File: config.mk
export PLATFORM = sky130hd
export DESIGN_NAME = sgc_global_ctl
export DESIGN_NICKNAME = d
export VERILOG_FILES = /design/src/hw/sgc_global_ctl.v
export VERILOG_INCLUDE_DIRS = /design/src /design/src/hw
export SDC_FILE = /design/constraint.sdc
export NUM_CORES = 1
export LEC_CHECK = 0
export ABC_AREA = 1
export ABC_CLOCK_PERIOD_IN_PS = 4500
export BUFFER_PORTS_ARGS = -buffer_cell sky130_fd_sc_hd__buf_2
export CELL_PAD_IN_SITES_DETAIL_PLACEMENT = 1
export CELL_PAD_IN_SITES_GLOBAL_PLACEMENT = 1
export CORE_MARGIN = 2
export CORE_UTILIZATION = 35
export CTS_CLUSTER_SIZE = 12
export DETAILED_ROUTE_END_ITERATION = 10
export PLACE_DENSITY_LB_ADDON = 0.15
export SETUP_SLACK_MARGIN = 0.15
export SYNTH_ARGS = -nofsm -noshare
export SYNTH_HDL_FRONTEND = slang
export SYNTH_SLANG_ARGS = --single-unit
File: constraint.sdc
create_clock -name clock -period 4.5 [get_ports clock]
set_input_delay 0.675 -clock clock [delete_from_list [all_inputs] [get_ports clock]]
set_output_delay 0.675 -clock clock [all_outputs]
set_load 0.02 [all_outputs]
File: src/hw/sgc_defines.vh
// Constants for the dual serial module global control block
`ifndef SGC_DEFINES_VH
`define SGC_DEFINES_VH

// Register word indices (byte address = 2 * index)
`define SGC_IDX_CONFIG      3'h0
`define SGC_IDX_TEST        3'h1
`define SGC_IDX_LEVEL_VEC   3'h2
`define SGC_IDX_PIN_CTL     3'h3
`define SGC_IDX_PORT_DATA   3'h4

// Module configuration word fields
`define SGC_CFG_STOP        15
`define SGC_CFG_FRZ1        14
`define SGC_CFG_FRZ0        13
`define SGC_CFG_ARBITRATION_NUMBER_HI     3
`define SGC_CFG_ARBITRATION_NUMBER_LO     0

// Interrupt level word: queued level in high byte bits 5:3, async bits 2:0
`define SGC_LVL_Q_HI        13
`define SGC_LVL_Q_LO        11
`define SGC_LVL_A_HI        10
`define SGC_LVL_A_LO        8

// Reset values
`define SGC_RST_STOP        1'b1
`define SGC_RST_VECTOR      8'h0F
// Stored part of the reset vector, bits 7:1
`define SGC_RST_VEC_FIELD   7'h07
`define SGC_RST_ARBITRATION_NUMBER        4'h0
`define SGC_RST_LEVEL       3'h0
`define SGC_RST_PINREG      8'h00

// Arbitration number top bit index, sent in the first serial contention step
`define SGC_ARB_STEPS       2'h3

// Pin indices
`define SGC_PIN_MISO        0
`define SGC_PIN_MOSI        1
`define SGC_PIN_SCK         2
`define SGC_PIN_SEL0        3
`define SGC_PIN_TXD         7

`endif

File: src/hw/sgc_global_ctl.v
// Global control, interrupt arbitration and pin control of the dual serial module
`timescale 1ns/1ps
`include "sgc_defines.vh"

module sgc_global_ctl (
  // Clock and reset
  input  wire        clock,
  input  wire        rst_b,
  // Internal module bus register port
  input  wire        bus_rd,
  input  wire        bus_wr_hi,
  input  wire        bus_wr_lo,
  input  wire [2:0]  bus_word,
  input  wire [15:0] bus_wdata,
  output reg  [15:0] bus_rdata,
  // Stop and freeze
  input  wire        bus_freeze,
  input  wire        queued_boundary,
  output reg         module_clock_en,
  output reg         freeze_halt,
  // Interrupt requests and acknowledge
  input  wire        queued_irq,
  input  wire        async_irq,
  input  wire        iack_cycle,
  input  wire [2:0]  priority_mask,
  input  wire        arb_line,
  output reg         arb_drive,
  output reg  [7:1]  irq_lines,
  output reg  [7:0]  vector_out,
  output reg         vector_valid,
  // Serial engine status
  input  wire        queued_enable_bit,
  input  wire        queued_master,
  input  wire        transmitter_enable_bit,
  // Serial engine outputs toward pins
  input  wire        eng_miso_out,
  input  wire        eng_mosi_out,
  input  wire        eng_sck_out,
  input  wire [3:0]  eng_select_out,
  input  wire        eng_txd,
  // Pin inputs toward serial engine
  output reg         eng_miso_in,
  output reg         eng_mosi_in,
  output reg         eng_sck_in,
  output reg         eng_slave_select_b,
  output reg         mode_fault,
  // Port pins
  input  wire [7:0]  pin_in,
  output reg  [7:0]  pin_out,
  output reg  [7:0]  pin_oe
);

  localparam [1:0] ST_IDLE = 2'h0;
  localparam [1:0] ST_ARB  = 2'h1;
  localparam [1:0] ST_VEC  = 2'h2;
  localparam [1:0] ST_WAIT = 2'h3;

  // Register state
  reg        stop;
  reg        frz1;
  reg        frz0;
  reg [3:0]  arbitration_number;
  reg [2:0]  queued_irq_level;
  reg [2:0]  async_irq_level;
  reg [7:1]  vector_number_field;
  reg [7:0]  pin_assignment;
  reg [7:0]  pin_direction;
  reg [7:0]  port_data;

  // Pin synchroniser
  reg [7:0]  pin_meta;
  reg [7:0]  pin_sync;

  // Arbitration state
  reg [1:0]  state;
  reg [1:0]  arb_step;
  reg        arb_src;

  // Combinational terms
  reg [2:0]  pend_level;
  reg        pend_src;
  reg [15:0] next_rdata;
  reg [7:0]  next_oe;
  reg [7:0]  next_out;
  reg        next_miso_in;
  reg        next_mosi_in;
  reg        next_sck_in;
  reg        next_ss_b;
  reg        next_fault;
  reg [7:1]  next_irq;

  wire wr_cfg = (bus_word == `SGC_IDX_CONFIG);
  wire wr_lvl = (bus_word == `SGC_IDX_LEVEL_VEC);
  wire wr_pin = (bus_word == `SGC_IDX_PIN_CTL);
  wire wr_prt = (bus_word == `SGC_IDX_PORT_DATA);
  wire q_req  = queued_irq & (queued_irq_level != 3'h0);
  wire a_req  = async_irq & (async_irq_level != 3'h0);
  wire my_bit = arbitration_number[arb_step];

  // Register writes; only implemented bits are stored
  always @(posedge clock or negedge rst_b) begin
    if (!rst_b) begin
      stop                <= `SGC_RST_STOP;
      frz1                <= 1'b0;
      frz0                <= 1'b0;
      arbitration_number  <= `SGC_RST_ARBITRATION_NUMBER;
      queued_irq_level    <= `SGC_RST_LEVEL;
      async_irq_level     <= `SGC_RST_LEVEL;
      vector_number_field <= `SGC_RST_VEC_FIELD;
      pin_assignment      <= `SGC_RST_PINREG;
      pin_direction       <= `SGC_RST_PINREG;
      port_data           <= `SGC_RST_PINREG;
    end else begin
      // Writes are honoured in stop as well
      if (bus_wr_hi && wr_cfg) begin
        stop <= bus_wdata[`SGC_CFG_STOP];
        frz1 <= bus_wdata[`SGC_CFG_FRZ1];
        frz0 <= bus_wdata[`SGC_CFG_FRZ0];
      end
      if (bus_wr_lo && wr_cfg) begin
        arbitration_number <= bus_wdata[`SGC_CFG_ARBITRATION_NUMBER_HI:`SGC_CFG_ARBITRATION_NUMBER_LO];
      end
      if (bus_wr_hi && wr_lvl) begin
        queued_irq_level <= bus_wdata[`SGC_LVL_Q_HI:`SGC_LVL_Q_LO];
        async_irq_level  <= bus_wdata[`SGC_LVL_A_HI:`SGC_LVL_A_LO];
      end
      if (bus_wr_lo && wr_lvl) begin
        vector_number_field <= bus_wdata[7:1];
      end
      if (bus_wr_hi && wr_pin) begin
        pin_assignment <= bus_wdata[15:8];
      end
      if (bus_wr_lo && wr_pin) begin
        pin_direction <= bus_wdata[7:0];
      end
      if (bus_wr_lo && wr_prt) begin
        port_data <= bus_wdata[7:0];
      end
    end
  end

  // Read mux
  always @* begin
    next_rdata = 16'h0000;
    case (bus_word)
      `SGC_IDX_CONFIG: begin
        next_rdata[`SGC_CFG_STOP]                    = stop;
        next_rdata[`SGC_CFG_FRZ1]                    = frz1;
        next_rdata[`SGC_CFG_FRZ0]                    = frz0;
        next_rdata[`SGC_CFG_ARBITRATION_NUMBER_HI:`SGC_CFG_ARBITRATION_NUMBER_LO] = arbitration_number;
      end
      `SGC_IDX_LEVEL_VEC: begin
        next_rdata[`SGC_LVL_Q_HI:`SGC_LVL_Q_LO] = queued_irq_level;
        next_rdata[`SGC_LVL_A_HI:`SGC_LVL_A_LO] = async_irq_level;
        next_rdata[7:0] = {vector_number_field, 1'b1};
      end
      `SGC_IDX_PIN_CTL: begin
        next_rdata = {pin_assignment, pin_direction};
      end
      `SGC_IDX_PORT_DATA: begin
        next_rdata[7:0] = pin_sync;
      end
      default: begin
        next_rdata = 16'h0000;
      end
    endcase
    if (stop && (bus_word != `SGC_IDX_CONFIG)) begin
      next_rdata = 16'h0000;
    end
  end

  always @(posedge clock or negedge rst_b) begin
    if (!rst_b) begin
      bus_rdata <= 16'h0000;
    end else if (bus_rd) begin
      bus_rdata <= next_rdata;
    end
  end

  // Stop gating and freeze halt
  always @(posedge clock or negedge rst_b) begin
    if (!rst_b) begin
      module_clock_en <= 1'b0;
      freeze_halt     <= 1'b0;
    end else begin
      module_clock_en <= ~stop;
      if (!bus_freeze || !frz1) begin
        freeze_halt <= 1'b0;
      end else if (queued_boundary) begin
        freeze_halt <= 1'b1;
      end
    end
  end

  // Pending request and level line select
  always @* begin
    if (q_req) begin
      pend_level = queued_irq_level;
      pend_src   = 1'b1;
    end else if (a_req) begin
      pend_level = async_irq_level;
      pend_src   = 1'b0;
    end else begin
      pend_level = 3'h0;
      pend_src   = 1'b0;
    end
    next_irq = 7'h00;
    if (pend_level != 3'h0 && arbitration_number != 4'h0) begin
      next_irq[pend_level] = 1'b1;
    end
  end

  // Acknowledge: serial contention then vector drive
  always @(posedge clock or negedge rst_b) begin
    if (!rst_b) begin
      state        <= ST_IDLE;
      arb_step     <= 2'h0;
      arb_src      <= 1'b0;
      arb_drive    <= 1'b0;
      irq_lines    <= 7'h00;
      vector_out   <= 8'h00;
      vector_valid <= 1'b0;
    end else begin
      irq_lines <= next_irq;
      case (state)
        ST_IDLE: begin
          arb_drive    <= 1'b0;
          vector_valid <= 1'b0;
          if (iack_cycle && arbitration_number != 4'h0 &&
              pend_level > priority_mask) begin
            state     <= ST_ARB;
            arb_step  <= `SGC_ARB_STEPS;
            arb_src   <= pend_src;
            arb_drive <= arbitration_number[`SGC_ARB_STEPS];
          end else if (iack_cycle) begin
            state <= ST_WAIT;
          end
        end
        ST_ARB: begin
          if (!iack_cycle) begin
            state     <= ST_IDLE;
            arb_drive <= 1'b0;
          end else if (!my_bit && arb_line) begin
            state     <= ST_WAIT;
            arb_drive <= 1'b0;
          end else if (arb_step == 2'h0) begin
            state     <= ST_VEC;
            arb_drive <= 1'b0;
          end else begin
            arb_step  <= arb_step - 2'h1;
            arb_drive <= arbitration_number[arb_step - 2'h1];
          end
        end
        ST_VEC: begin
          // Acknowledge withdrawn before the vector: no vector shown
          vector_out   <= {vector_number_field, arb_src};
          vector_valid <= iack_cycle;
          state        <= iack_cycle ? ST_WAIT : ST_IDLE;
        end
        ST_WAIT: begin
          arb_drive <= 1'b0;
          if (!iack_cycle) begin
            state        <= ST_IDLE;
            vector_valid <= 1'b0;
          end
        end
        default: begin
          state <= ST_IDLE;
        end
      endcase
    end
  end

  // Pin input synchroniser
  always @(posedge clock or negedge rst_b) begin
    if (!rst_b) begin
      pin_meta <= 8'h00;
      pin_sync <= 8'h00;
    end else begin
      pin_meta <= pin_in;
      pin_sync <= pin_meta;
    end
  end

  // Pin function mux
  always @* begin
    next_oe      = pin_direction;
    next_out     = port_data;
    next_miso_in = 1'b0;
    next_mosi_in = 1'b0;
    next_sck_in  = 1'b0;
    next_ss_b    = 1'b1;
    next_fault   = 1'b0;
    if (pin_assignment[`SGC_PIN_MISO]) begin
      next_out[`SGC_PIN_MISO] = eng_miso_out;
      if (queued_master) begin
        next_oe[`SGC_PIN_MISO] = 1'b0;
        next_miso_in = ~pin_direction[`SGC_PIN_MISO] & pin_sync[`SGC_PIN_MISO];
      end
    end
    if (pin_assignment[`SGC_PIN_MOSI]) begin
      next_out[`SGC_PIN_MOSI] = eng_mosi_out;
      if (!queued_master) begin
        next_oe[`SGC_PIN_MOSI] = 1'b0;
        next_mosi_in = ~pin_direction[`SGC_PIN_MOSI] & pin_sync[`SGC_PIN_MOSI];
      end
    end
    if (pin_assignment[`SGC_PIN_SCK] && queued_enable_bit) begin
      next_out[`SGC_PIN_SCK] = eng_sck_out;
      next_oe[`SGC_PIN_SCK]  = queued_master;
      next_sck_in = ~queued_master & pin_sync[`SGC_PIN_SCK];
    end
    if (pin_assignment[`SGC_PIN_SEL0]) begin
      next_out[`SGC_PIN_SEL0] = eng_select_out[0];
      if (queued_master) begin
        next_fault = ~pin_direction[`SGC_PIN_SEL0] & ~pin_sync[`SGC_PIN_SEL0];
      end else begin
        next_oe[`SGC_PIN_SEL0] = 1'b0;
        next_ss_b = pin_direction[`SGC_PIN_SEL0] | pin_sync[`SGC_PIN_SEL0];
      end
    end
    if (pin_assignment[4]) begin
      next_out[4] = eng_select_out[1];
      next_oe[4]  = queued_master & pin_direction[4];
    end
    if (pin_assignment[5]) begin
      next_out[5] = eng_select_out[2];
      next_oe[5]  = queued_master & pin_direction[5];
    end
    if (pin_assignment[6]) begin
      next_out[6] = eng_select_out[3];
      next_oe[6]  = queued_master & pin_direction[6];
    end
    if (transmitter_enable_bit) begin
      next_out[`SGC_PIN_TXD] = eng_txd;
      next_oe[`SGC_PIN_TXD]  = 1'b1;
    end
  end

  always @(posedge clock or negedge rst_b) begin
    if (!rst_b) begin
      pin_out            <= 8'h00;
      pin_oe             <= 8'h00;
      eng_miso_in        <= 1'b0;
      eng_mosi_in        <= 1'b0;
      eng_sck_in         <= 1'b0;
      eng_slave_select_b <= 1'b1;
      mode_fault         <= 1'b0;
    end else begin
      pin_out            <= next_out;
      pin_oe             <= next_oe;
      eng_miso_in        <= next_miso_in;
      eng_mosi_in        <= next_mosi_in;
      eng_sck_in         <= next_sck_in;
      eng_slave_select_b <= next_ss_b;
      mode_fault         <= next_fault;
    end
  end

endmodule

# After elaboration in Yosys (flattened, before gate mapping)
# Cells that the tools add are included.
# word_totals
in_bits	52
elab_cells	164
output_inout_bits	56
ff_bits	121
# op_classes
reduce_logical	34
order_cmp	5
add_sub_neg	1
eq_ne	13
muxes	66
bitwise	16
# op_table
cell	n
two-way mux 1 bit	39
two-way mux 2 bit	11
nonzero test 3 bit	6
two-way mux 16 bit	1
case mux 4 bit (4 select lines)	1
logical AND 1 bit	14
case mux 4 bit (3 select lines)	1
inequality test 2 bit, second input constant	5
case mux 5 bit (2 select lines)	1
AND 1 bit	9
case mux 1 bit (3 select lines)	3
case mux 2 bit (2 select lines)	2
case mux 2 bit (4 select lines)	1
two-way mux 7 bit	1
equality test 3 x 2 -> 1 bit, second input constant	2
< comparator 2 x 3 -> 1 bit, second input constant	2
two-way mux 3 bit	2
inverter 1 bit	6
AND reduction 5 bit	1
binary-select mux 1 bit (select 2 bit)	2
equality test 2 bit, second input constant	2
logical NOT 2 bit	2
< comparator 3 x 4 -> 1 bit, second input constant	1
inequality test 4 bit, second input constant	1
15 further kinds	19

# Logic depth before layout (Yosys ltp)
# Gate-level depths: netlist (run 1).
# depth
word_depth	9
depth_mapped	15
depth_no_buf	15

# Worst setup path before layout (run 1)
# No wires, ideal clock.
# synth_path
path_type	input to register
start	in queued_irq
end	reg arb_step[0]
setup_ns	0.117
stages	12
path_buffers	0
t_required_ns	4.383
arrival_ns	1.891
slack_ns	2.493
cell_sequence	nand2_2 -> o21ai_0 -> inv_1 -> ha_1 -> a21oi_1 -> o21ai_0 -> inv_1 -> nor2_1 -> inv_1 -> nand2_1 -> nand2_1 -> nand2_1
# synth_between
elab_chain_len	6
# synth_rtl
element	line_no	rtl
start: declaration	sgc_global_ctl.v:22	input wire queued_irq,
AND 1 bit	sgc_global_ctl.v:96	wire q_req = queued_irq & (queued_irq_level != 3'h0);
two-way mux 3 bit	sgc_global_ctl.v:197	if (q_req) begin
greater-than comparator 3 bit	sgc_global_ctl.v:230	pend_level > priority_mask) begin
logical AND 1 bit	sgc_global_ctl.v:229	if (iack_cycle && arbitration_number != 4'h0 &&
inequality test 2 bit (no line)	n/a	
AND reduction 5 bit (no line)	n/a	
end signal: assignment	sgc_global_ctl.v:232	arb_step <= `SGC_ARB_STEPS;
end signal: assignment	sgc_global_ctl.v:250	arb_step <= arb_step - 2'h1;
end: declaration	sgc_global_ctl.v:76	reg [1:0] arb_step;
# Every way passes these cells.
# A chain may end at the register's enable or synchronous reset.

# Worst setup path in the final report (run 1)
# layout_path
start	reg queued_irq_level[2]
end	reg arb_step[0]
# layout_between
elab_chain_len	7
# layout_rtl
element	line_no	rtl
start: declaration	sgc_global_ctl.v:63	reg [2:0] queued_irq_level;
start signal: assignment	sgc_global_ctl.v:107	queued_irq_level <= `SGC_RST_LEVEL;
start signal: assignment	sgc_global_ctl.v:124	queued_irq_level <= bus_wdata[`SGC_LVL_Q_HI:`SGC_LVL_Q_LO];
nonzero test 3 bit	sgc_global_ctl.v:96	
AND 1 bit	sgc_global_ctl.v:96	
two-way mux 3 bit (*)	sgc_global_ctl.v:197	
greater-than comparator 3 bit (*)	sgc_global_ctl.v:230	
logical AND 1 bit (*)	sgc_global_ctl.v:229	
inequality test 2 bit (no line) (*)	n/a	
AND reduction 5 bit (no line) (*)	n/a	
# Every way passes the cells marked *; elsewhere a longest branch is shown, timed or not.

==> metrics.md, run 1 <==
| Metric | Value |
|---|---|
| Status | `complete, no violations` |
| Most common cell in the netlist | `nand2_1` |
| Post-cts sizing count | `0` |
| Worst r2r dst | `arb_step[0]` |
| Total number of vias | `3764` |
| Leak | `3.30 nW` |
| Via-to-Cell Ratio | `4.72` |
| Post-synthesis area per instance | `10.2 µm²` |
| Clock transition at path regs | `~60 ps` |
| Layout area overhead | `26.4%` |
| CP Class | `reg -> reg` |
| Die width | `123 µm` |
| Buffers on Ports | `107` |
| Fin. Hold Viols | `0` |
| Drt pass-1 iters | `4` |
| R2r startpoint | `queued_irq_level[2]` |
| Chip height | `approximately 120 µm` |
| Worst Tran Pin Value | `1010 ps` |
| Max-cap check violation count | `0` |
| Placed Cells | `766` |
| Final period util | `50.3%` |
| CTS tree | `yes` |
| Clock Skew | `11.3 ps` |
| Post-DRT Antenna Nets | `0` |
| Seq/Total Area, Yosys | `60.8%` |
| Layout Nets | `~660` |
| Area leader, netlist | `dfrtp_1` |
| Slew HR | `32.7%` |
| Critical Path RT | `4850 ps` |
| Starting DRC count in detailed routing | `180` |
| First-pass GRT wire length | `21200 µm` |
| Crit start category | `register` |
| Post-CTS Setup Bufs | `0` |
| Synth warnings | `0` |
| Largest net degree at the start of global routing | `79` |
| GPL Wtd Cong | `0.840` |
| TNS Setup | `0 ps` |
| DR DRC count | `0` |
| Pwr/cell area | `569 mW/mm²` |
| Core area | `0.0139 mm²` |
| Fin. max-slew vios | `0` |
| # H-tree levels | `4` |
| WL/cell | `roughly 17 µm` |
| Synth unique cells | `38` |
| Hold buffer count at CTS | `0` |
| Worst setup EP type | `register` |
| Peak fanout along the critical path | `6` |
| Root buf cell | `clkbuf_16` |
| CTS sink cnt | `between 100 and 150` |
| Gr ovfl total | `0` |
| Yosys top cell area share | `58.2%` |
| Hold Path Stages | `0` |
| GRT Total Usage | `roughly a fifth` |
| Cell count after synthesis | `487` |
| Startpoint of the worst hold path | `pin_meta[1]` |
| Full die area | `~0.015 mm²` |
| Worst hold path type | `reg -> reg` |
| FF-to-FF setup slack | `2240 ps` |
| Top cells by count, synth | `nand2_1 (145), dfrtp_1 (116), inv_1 (39)` |
| Antenna Cells | `0` |
| Hpwl dp | `a little under 10000 µm` |
| Ys async rst share | `100%` |
| Fmax | `442 MHz` |
| Synth top area cells | `dfrtp_1 (58%), nand2_1 (11%), o21ai_2 (4.2%)` |
| IO Count | `approximately 110` |
| Sequential cell area | `0.00303 mm²` |
| Seq cells post-synth | `121` |
| CTS Buffer Depth | `2` |
| RSZ-0062 raised after global routing | `no` |
| Pre-CTS WS | `2040 ps` |
| Final min period | `between 2000 and 2500 ps` |
| Setup slack after layout | `2240 ps` |
| Post-Syn Nets | `about 540` |
| Area of the multi-input gates | `0.00169 mm²` |
| Setup-failing EPs final | `0` |
| Reg2Reg Depth | `15` |
| Initial Utilization | `between 30% and 40%` |
| Layout cells sized above 1 | `approximately a third` |
| Placed cell areas | `0.00567 mm²` |
| Clock latency on the worst-skew pair | `410 ps` |
| Final wirelength | `13500 µm` |
| Vias in the first global route | `between 3000 and 4000` |
| Fillers | `1588` |
| Layout Cells excl Fill | `798` |
| Cell Rows | `43` |
| Synth Flop Type | `dfrtp_1` |
| Initial antenna violation count | `0` |
| Total CTS buffers | `17` |
| Cell area after layout | `roughly 0.0063 mm²` |
| EDFF count, synth | `0` |
| Worst EP arrival | `2610 ps` |
| Min-Delay Endpoint | `pin_sync[1]` |
| VDD IR max | `about 0.27 mV` |
| Post-Syn Area | `0.00499 mm²` |
-- layout make-up --
| type | instances | area share [%] |
|---|---|---|
| Inverter | 45 | 2.70 |
| Tap cell | 180 | 3.57 |
| Clock buffer | 26 | 8.39 |
| Timing Repair Buffer | 109 | 8.77 |
| Multi-Input combinational cell | 311 | 26.8 |
| Clock inverter | 6 | 1.71 |
| Sequential cell | 121 | 48.1 |
-- logic make-up after synthesis --
family / after synthesis / synth area share, %
fa+ha+maj: 4 / 1.00
buf+inv: 55 / 5.39
simple gates: 203 / 17.7
flops: 121 / 60.8
compound gates: 92 / 12.1
mux: 12 / 3.01
-- registers in the layout, indices dropped and copies added (netlist names), 2 cells and up --
name                 cells
state                    2
vector_out               8
arb_step                 2
queued_irq_level         3
pin_out                  8
pin_meta                 8
arbitration_number       4
pin_oe                   8
bus_rdata               16
pin_direction            8
vector_number_field      7
async_irq_level          3
irq_lines                7
pin_sync                 8
pin_assignment           8
port_data                8
-- worst max-delay path by stage --
stage	start	to	cells after the start
after floorplan	queued_irq	arb_step[0]	12
after global placement	queued_irq	state[1]	12
after detailed placement	queued_irq	arb_step[0]	13
after CTS	queued_irq_level[2]	arb_step[0]	15
after global routing	queued_irq_level[2]	arb_step[0]	15
final	queued_irq_level[2]	arb_step[0]	15
-- layer usage --
| layer | wire length [µm] | vias up | global-route usage [%] |
|---|---|---|---|
| met3 | 584 | 9 | 4.57 |
| li1 | - | 1818 | - |
| met5 | 0 | - | 0 |
| met4 | 116 | 0 | 6.61 |
| met2 | 6570 | 84 | 30.3 |
| met1 | 6260 | 1853 | 24.9 |
-- critical path, stage by stage, from the launching register on --
cell and delay (ps):
dfrtp_1 430, nor2_1 150, nand2_1 80, nand2_2 120
nand2_1 70, o21ai_0 120, inv_1 150, ha_1 340
nand2_1 50, o21ai_0 150, inv_1 60, nor2_1 130
inv_1 120, nand2_1 100, nand2_1 60, nand2_1 60
-- placed cells by master, fill, tap and decap left out, types with 2 or more instances in the layout --
cell type / instances
nand2_1: 145
dfrtp_1: 116
buf_2: 106
inv_1: 39
o21ai_0: 36
o21ai_2: 24
nor2_1: 22
nand3_1: 18
clkbuf_16: 17
mux2_2: 8
a21oi_1: 7
clkbuf_8: 7
a21boi_0: 6
nand2_4: 6
a22oi_1: 5
o21ai_1: 5
dfstp_2: 5
inv_2: 4
o211ai_1: 4
mux2_4: 4
ha_1: 4
clkinv_2: 3
nand4_1: 3
bufinv_16: 3
buf_4: 3
nand2_2: 2
a21o_1: 2
clkbuf_1: 2
-- report_power, final --
| part | internal (mW) | total (mW) | switching (mW) | leakage, nW |
|---|---|---|---|---|
| combinational | 0.265 | 0.709 | 0.445 | 1.46 |
| sequential | 1.29 | 1.44 | 0.157 | 1.52 |
| clock | 0.973 | 1.44 | 0.464 | 0.313 |
| total | 2.52 | 3.59 | 1.07 | 3.30 |
-- per-stage QoR --
step	hold slack [ps]	utilization [%]	total power [mW]
6_report	347	45.4	3.59
5_1_grt	351	45.4	3.78
4_1_cts	348	45.4	3.64
3_5_place_dp	337	40.9	2.18
3_3_place_gp	333	40.9	2.14
2_1_floorplan	331	-	1.90
Power figures use the tool's default switching activity.
==> run 2, diff against run 1 <==
Settings changed: ABC_AREA 1 to 0, ABC_CLOCK_PERIOD_IN_PS 4500 to 2150.
Clock period 4.5 ns to 2.15 ns, I/O delays scaled along.
==> metrics.md, run 2 <==
| Metric | Value |
|---|---|
| Full die area | `0.0150 mm² (-1.6%)` |
| Placed Cells | `648 (-15%)` |
| Final wirelength | `12400 µm (-8.2%)` |
| Post-Syn Area | `0.00491 mm² (-1.7%)` |
| Max FFs per register | `16 (unchanged)` |
| Most common cell in the netlist | `dfrtp_1` |
| CP Class | `reg -> reg` |
| Worst Tran Pin Value | `670 ps (-339 ps)` |
| Synth Flop Type | `dfrtp_1` |
| Violated checks | `negative hold slack` |
| Hpwl dp | `8830 µm (-11%)` |
| Drt pass-1 iters | `4 (unchanged)` |
| Vias in the first global route | `3608 (-8.0%)` |
| Commonest non-fill, non-tap cells in the layout | `dfrtp_1 (116), buf_2 (106), mux2_2 (46)` |
| Layout Cells excl Fill | `692 (-13%)` |
| Post-Syn Nets | `418 (-23%)` |
| Gr ovfl total | `0 (unchanged)` |
| Clock transition at path regs | `50 ps (about the same)` |
| Crit start category | `register` |
| CTS Buffer Depth | `2 (unchanged)` |
| Final min period | `1980 ps (-283 ps)` |
| Synth unique cells | `49 (+29%)` |
| VDD IR max | `0.537 mV (+98%)` |
| Top cells by count, synth | `dfrtp_1 (116), mux2_2 (46), inv_1 (27)` |
| Biggest register | `bus_rdata` |
| Total CTS buffers | `17 (unchanged)` |
| Peak fanout along the critical path | `5 (-1)` |
| Sw power | `2.12 mW (+99%)` |
| Post-DRT Antenna Nets | `0 (unchanged)` |
| Global Route met2 Usage | `28.0% (-2.3 points)` |
| Pwr/cell area | `1150 mW/mm² (+100%)` |
| Most common cell after layout, fill and taps aside | `dfrtp_1` |
| Register share of total power | `40.9% (+0.7 points)` |
| FF-to-FF setup slack | `170 ps (-2070 ps)` |
| Total number of vias | `3365 (-11%)` |
| Layout area overhead | `31.6%` |
| Initial antenna violation count | `0 (unchanged)` |
| Area leader, netlist | `dfrtp_1` |
| Hold_ws | `-24.0 ps (-371 ps)` |
| Fin. Hold Viols | `21 (+21)` |
| R2r startpoint | `queued_irq_level[2]` |
| # H-tree levels | `4 (unchanged)` |
| Worst hold path type | `in -> async` |
| RSZ-0062 raised after global routing | `no` |
| Setup slack after layout | `171 ps (-2070 ps)` |
| Fillers | `1508 (-5.0%)` |
| Chip height | `122 µm (-0.83%)` |
| WL/cell | `17.9 µm (+5.9%)` |
| Setup-failing EPs final | `0 (unchanged)` |
| GRT busiest layer | `met2` |
| Met3 track demand over resource | `4.51% (-0.059 points)` |
| GPL Wtd Cong | `0.745 (-11%)` |
| Leak | `3.07 nW (-6.9%)` |
| Seq/Total Area, Yosys | `61.8% (+1.1 points)` |
| Ys async rst share | `100% (unchanged)` |
| Via-to-Cell Ratio | `4.86 (+3.1%)` |
| Fmax | `505 MHz (+14%)` |
| Final period util | `92.0% (+42 points)` |
| Antenna Cells | `0 (unchanged)` |
| Synth top area cells | `dfrtp_1 (59%), mux2_2 (11%), mux2_1 (5.0%)` |
| Max-cap check violation count | `0 (unchanged)` |
| EDFF count, synth | `0 (unchanged)` |
| Combinational share of power | `20.5% (+0.7 points)` |
| Largest net degree at the start of global routing | `122 (+54%)` |
| Clock Skew | `5.69 ps (-5.60 ps)` |
| CTS sink cnt | `121 (unchanged)` |
| Cell count after synthesis | `362 (-26%)` |
| Core area | `0.0138 mm² (-0.78%)` |
| Cell Rows | `43 (unchanged)` |
| Hold buffer count at CTS | `0 (unchanged)` |
| Sw frac | `28.5% (-1.2 points)` |
| DR DRC count | `0 (unchanged)` |
| Post-synthesis area per instance | `13.6 µm² (+32%)` |
| Status | `finished, violations left` |
| Clock latency on the worst-skew pair | `410 ps (about the same)` |
| Clock power frac | `38.6% (-1.4 points)` |
| CTS tree | `yes` |
| Worst setup EP type | `register` |
| Int Pwr | `5.31 mW (+110%)` |
| GRT Total Usage | `17.7% (-1.1 points)` |
| Reg2Reg Depth | `7 (-8)` |
| IO Count | `108 (unchanged)` |
| Pre-CTS WS | `-27.0 ps (-2070 ps)` |
| Buffers on Ports | `107 (unchanged)` |
| Global routing usage on met1 | `23.5% (-1.4 points)` |
| Worst EP arrival | `2270 ps (-340 ps)` |
| Layout cells sized above 1 | `45.9% (+14 points)` |
| First-pass GRT wire length | `19500 µm (-8.2%)` |
| Yosys top cell area share | `59.2% (+1.0 points)` |
| Initial Utilization | `35.6% (-0.34 points)` |
| Starting DRC count in detailed routing | `108 (-40%)` |
| Worst r2r dst | `arb_src` |
| TNS Setup | `0 ps (unchanged)` |
| Root buf cell | `clkbuf_16` |
| Layout Nets | `555 (-16%)` |
| Die width | `122 µm (-0.83%)` |
| Slew HR | `55.3% (+23 points)` |
| Critical Path RT | `2440 ps (-2410 ps)` |
| Seq cells post-synth | `121 (unchanged)` |
| Fin. max-slew vios | `0 (unchanged)` |
| Synth warnings | `0 (unchanged)` |
run 2: cell count changes after synthesis, moves of 12 or more:
cell / before / now
inv_1: 39 / 27
mux2_1: 0 / 22
mux2_2: 8 / 46
nand2_1: 145 / 12
nand3_1: 18 / 2
o21ai_0: 36 / 6
o21ai_2: 24 / 1
o22ai_1: 0 / 16
run 2: logic make-up (layout without fill, tap and decap cells):
| kind of cell | Yosys count | count (layout) | share of synthesized area (%) |
|---|---|---|---|
| AOI/OAI and AO/OA | 64 | 64 | 9.11 |
| adders and majority gates | 4 | 4 | 1.02 |
| DFF | 121 | 121 | 61.8 |
| buffers and inverters | 37 | 187 | 3.29 |
| and+or+nand+nor | 61 | 61 | 7.27 |
| muxes | 75 | 75 | 17.5 |
run 2: per-layer routing:
layer | wire [µm] | up-vias
li1 | - | 1565
met1 | 5590 | 1700
met2 | 6010 | 84
met3 | 644 | 16
met4 | 179 | 0
met5 | 0 | -
run 2: worst max path at each step:
stage	from	endpoint	cells after the start
after floorplan	queued_irq_level[2]	arb_src	7
after global placement	queued_irq	arb_src	8
after detailed placement	queued_irq	arb_src	8
after CTS	queued_irq_level[2]	arb_drive	9
after global routing	queued_irq_level[1]	arb_src	7
final	queued_irq_level[2]	arb_src	7
run 2: final cells by class:
cell class	count	area, µm²	area share (%)
flip-flops and latches	121	3030	47.0
inverters	27	101	1.57
clock inverters	13	151	2.35
repair buffers	128	721	11.2
well taps	180	225	3.49
multi-input cells	204	1770	27.4
clock buffers	19	453	7.02
run 2: through the flow:
stage | area [µm²] | power [mW] | util (%)
after floorplan | 4910 | 3.91 | -
after detailed placement | 5700 | 4.50 | 41.4
final | 6450 | 7.43 | 46.9
after global routing | 6450 | 7.83 | 46.9
after CTS | 6380 | 7.46 | 46.3
after global placement | 5700 | 4.46 | 41.4
run 2: what timing repair did:
item	in CTS	in global routing
setup endpoints to repair	4	3
pin swaps	1	7
gates resized for setup	3	10
gates cloned	0	0
setup buffers	7	5
run 2: worst max-delay path: stages (launching register included):
cell and delay [ps]:
dfrtp_1 450, o21ai_2 90, a32o_2 290, ha_4 270, nor2b_4 130, o21ai_2 80, a21oi_4 230, mux2_4 320
run 2: power groups by stage:
stage / Clock (mW) / Combinational [mW] / Sequential, mW
3_3_place_gp: 0 / 1.40 / 3.06
2_1_floorplan: 0 / 0.685 / 3.22
5_1_grt: 3.06 / 1.66 / 3.11
4_1_cts: 2.94 / 1.49 / 3.04
6_report: 2.87 / 1.52 / 3.04
3_5_place_dp: 0 / 1.43 / 3.07
==> run 3, diff against run 2 <==
--- a/config.mk
+++ b/config.mk
@@ -10,3 +10,3 @@
 export ABC_CLOCK_PERIOD_IN_PS = 2150
-export BUFFER_PORTS_ARGS = -buffer_cell sky130_fd_sc_hd__buf_2
+export BUFFER_PORTS_ARGS = -buffer_cell sky130_fd_sc_hd__buf_4
 export CELL_PAD_IN_SITES_DETAIL_PLACEMENT = 1
--- a/constraint.sdc
+++ b/constraint.sdc
@@ -3,2 +3,2 @@
 set_output_delay 0.3225 -clock clock [all_outputs]
-set_load 0.02 [all_outputs]
+set_load 0.01 [all_outputs]
==> metrics.md, run 3 (synthesis gave the netlist of run 2 again) <==
| Metric | Value |
|---|---|
| Status | `complete, no violations` |
| CP max stage cell | `dfrtp_1` |
| First-pass GRT wire length | `19800 µm (+2.0%)` |
| Max-cap check violation count | `0 (unchanged)` |
| Slew HR | `63.9% (+8.6 points)` |
| Drt pass-1 iters | `4 (unchanged)` |
| GRT Total Usage | `18.1% (+0.38 points)` |
| Worst Tran Pin Value | `541 ps (-129 ps)` |
| Setup-failing EPs final | `0 (unchanged)` |
| Final wirelength | `13000 µm (+4.5%)` |
| Gr ovfl total | `0 (unchanged)` |
| Core area | `0.0138 mm² (unchanged)` |
| Reg2Reg Depth | `7 (unchanged)` |
| IO Count | `108 (unchanged)` |
| Peak fanout along the critical path | `5 (unchanged)` |
| CTS tree | `yes` |
| Placed cell areas | `0.00597 mm² (+4.8%)` |
| Clock transition at path regs | `50 ps (about the same)` |
| VDD IR max | `0.546 mV (+1.6%)` |
| Cell Rows | `43 (unchanged)` |
| Buffers on Ports | `107 (unchanged)` |
| Initial Utilization | `35.6% (unchanged)` |
| Crit start category | `register` |
| CP Class | `reg -> reg` |
| Hpwl dp | `9230 µm (+4.6%)` |
| Vias in the first global route | `3680 (+2.0%)` |
| Antenna Cells | `0 (unchanged)` |
| Pwr/cell area | `1070 mW/mm² (-7.3%)` |
| Largest net degree at the start of global routing | `44 (-64%)` |
| Worst hold path type | `in -> reg` |
| Clock latency on the worst-skew pair | `410 ps (about the same)` |
| Worst EP arrival | `2270 ps (about the same)` |
| Clock Skew | `6.10 ps (+0.412 ps)` |
| Fillers | `1451 (-3.8%)` |
| # H-tree levels | `4 (unchanged)` |
| Initial antenna violation count | `0 (unchanged)` |
| Leak | `3.11 nW (+1.3%)` |
| Final min period | `1980 ps (+3.99 ps)` |
| CP Cell Sequence | `buf_6, a32o_2, ha_4, nor2b_4, o21ai_2, a21oi_4, mux2_4` |
| Startpoint of the worst hold path | `pin_in[2]` |
| Chip height | `122 µm (unchanged)` |
| Fmax | `504 MHz (-0.20%)` |
| Post-layout util | `48.7% (+1.8 points)` |
| Biggest register | `bus_rdata` |
| Critical Path RT | `2440 ps (about the same)` |
| Total CTS buffers | `17 (unchanged)` |
| R2r startpoint | `queued_irq_level[1]` |
| Die width | `122 µm (unchanged)` |
| Most common cell after layout, fill and taps aside | `buf_4` |
| Layout Nets | `558 (+0.54%)` |
| Area of the multi-input gates | `0.00179 mm² (+0.92%)` |
| CP startpoint | `queued_irq_level[1]` |
| Root buf cell | `clkbuf_16` |
| Sequential cell area | `0.00304 mm² (about the same)` |
| Post-DRT Antenna Nets | `0 (unchanged)` |
| TNS Setup | `0 ps (unchanged)` |
| Layout cells sized above 1 | `44.3% (-1.6 points)` |
| Full die area | `0.0150 mm² (unchanged)` |
| Starting DRC count in detailed routing | `162 (+50%)` |
| CTS Buffer Depth | `2 (unchanged)` |
| Fin. max-slew vios | `0 (unchanged)` |
| GPL Wtd Cong | `0.764 (+2.5%)` |
| Final period util | `92.2% (+0.19 points)` |
| DR DRC count | `0 (unchanged)` |
| Total number of vias | `3411 (+1.4%)` |
| RSZ-0062 raised after global routing | `yes` |
| CTS sink cnt | `121 (unchanged)` |
| WL/cell | `18.7 µm (+4.0%)` |
| Largest stage delay on the critical path | `430 ps (-20 ps)` |
| Max FFs per register | `16 (unchanged)` |
| Cell area after layout | `0.00671 mm² (+3.9%)` |
| Hold Path Stages | `1` |
| Commonest non-fill, non-tap cells in the layout | `buf_4 (123), dfrtp_1 (115), mux2_2 (46)` |
| Fin. Hold Viols | `0 (-100%)` |
| Worst setup EP type | `register` |
| Via-to-Cell Ratio | `4.91 (+0.93%)` |
| Layout area overhead | `36.7%` |
==> run 3: report_power, final <==
part	switching, mW	total (mW)	internal [mW]	leakage [nW]
combinational	0.660	1.52	0.859	1.37
sequential	0.332	3.06	2.72	1.49
clock	0.934	2.58	1.64	0.260
total	1.93	7.15	5.23	3.11
==> run 3: area by class of cell <==
type	instances	share of cell area [%]
flip-flops and latches	121	45.3
multi-input cells	204	26.6
repair buffers	131	15.3
clock buffers	28	7.26
well taps	180	3.36
inverters	27	1.51
clock inverters	4	0.672
==> run 3: critical path: cells and delay by family (launching register included) <==
| kind | cells | cell delay (ps) |
|---|---|---|
| AND/OR/NAND/NOR | 1 | 140 |
| flip-flops | 1 | 430 |
| buffers and inverters | 1 | 140 |
| multiplexers | 1 | 320 |
| adder cells (fa/ha/maj) | 1 | 270 |
| AO/OA/AOI/OAI | 3 | 550 |
==> run 3: path summary, 6_finish.rpt <==
path | endpoint | slack [ps]
max | arb_src | 170
min | pin_meta[2] | 20
max reg2reg | arb_src | 170
min reg2reg | pin_sync[6] | 350
max in group asynchronous | vector_number_field[2] | 1040
min in group asynchronous | irq_lines[1] | 400
==> run 3: what timing repair did <==
| item | CTS | global route |
|---|---|---|
| pin swaps | 0 | 6 |
| hold endpoints to repair | 24 | 2 |
| gates resized for setup | 3 | 16 |
| setup endpoints to repair | 3 | 5 |
| hold buffers | 1 | 2 |
| buffers inserted | 7 | 4 |
==> run 3: stage by stage <==
step | cells | hold WS [ps] | setup slack [ps] | total power [mW]
floorplan | 362 | 26.9 | 196 | 3.75
global placement | 649 | 282 | 95.0 | 4.45
detailed placement | 649 | 286 | 17.1 | 4.50
CTS | 689 | 1.92 | 140 | 7.16
global route | 695 | 0.0752 | 113 | 7.53
finish | 695 | 22.1 | 167 | 7.15
==> run 3: layer usage <==
| layer | part of all wire, % | routed length (µm) | GRT usage, % | vias up |
|---|---|---|---|---|
| met4 | 1.2 | 161 | 6.25 | 0 |
| met2 | 49 | 6390 | 29.1 | 88 |
| met5 | 0 | 0 | 0 | - |
| li1 | - | - | - | 1568 |
| met1 | 43 | 5630 | 23.0 | 1742 |
| met3 | 6.1 | 795 | 5.95 | 13 |
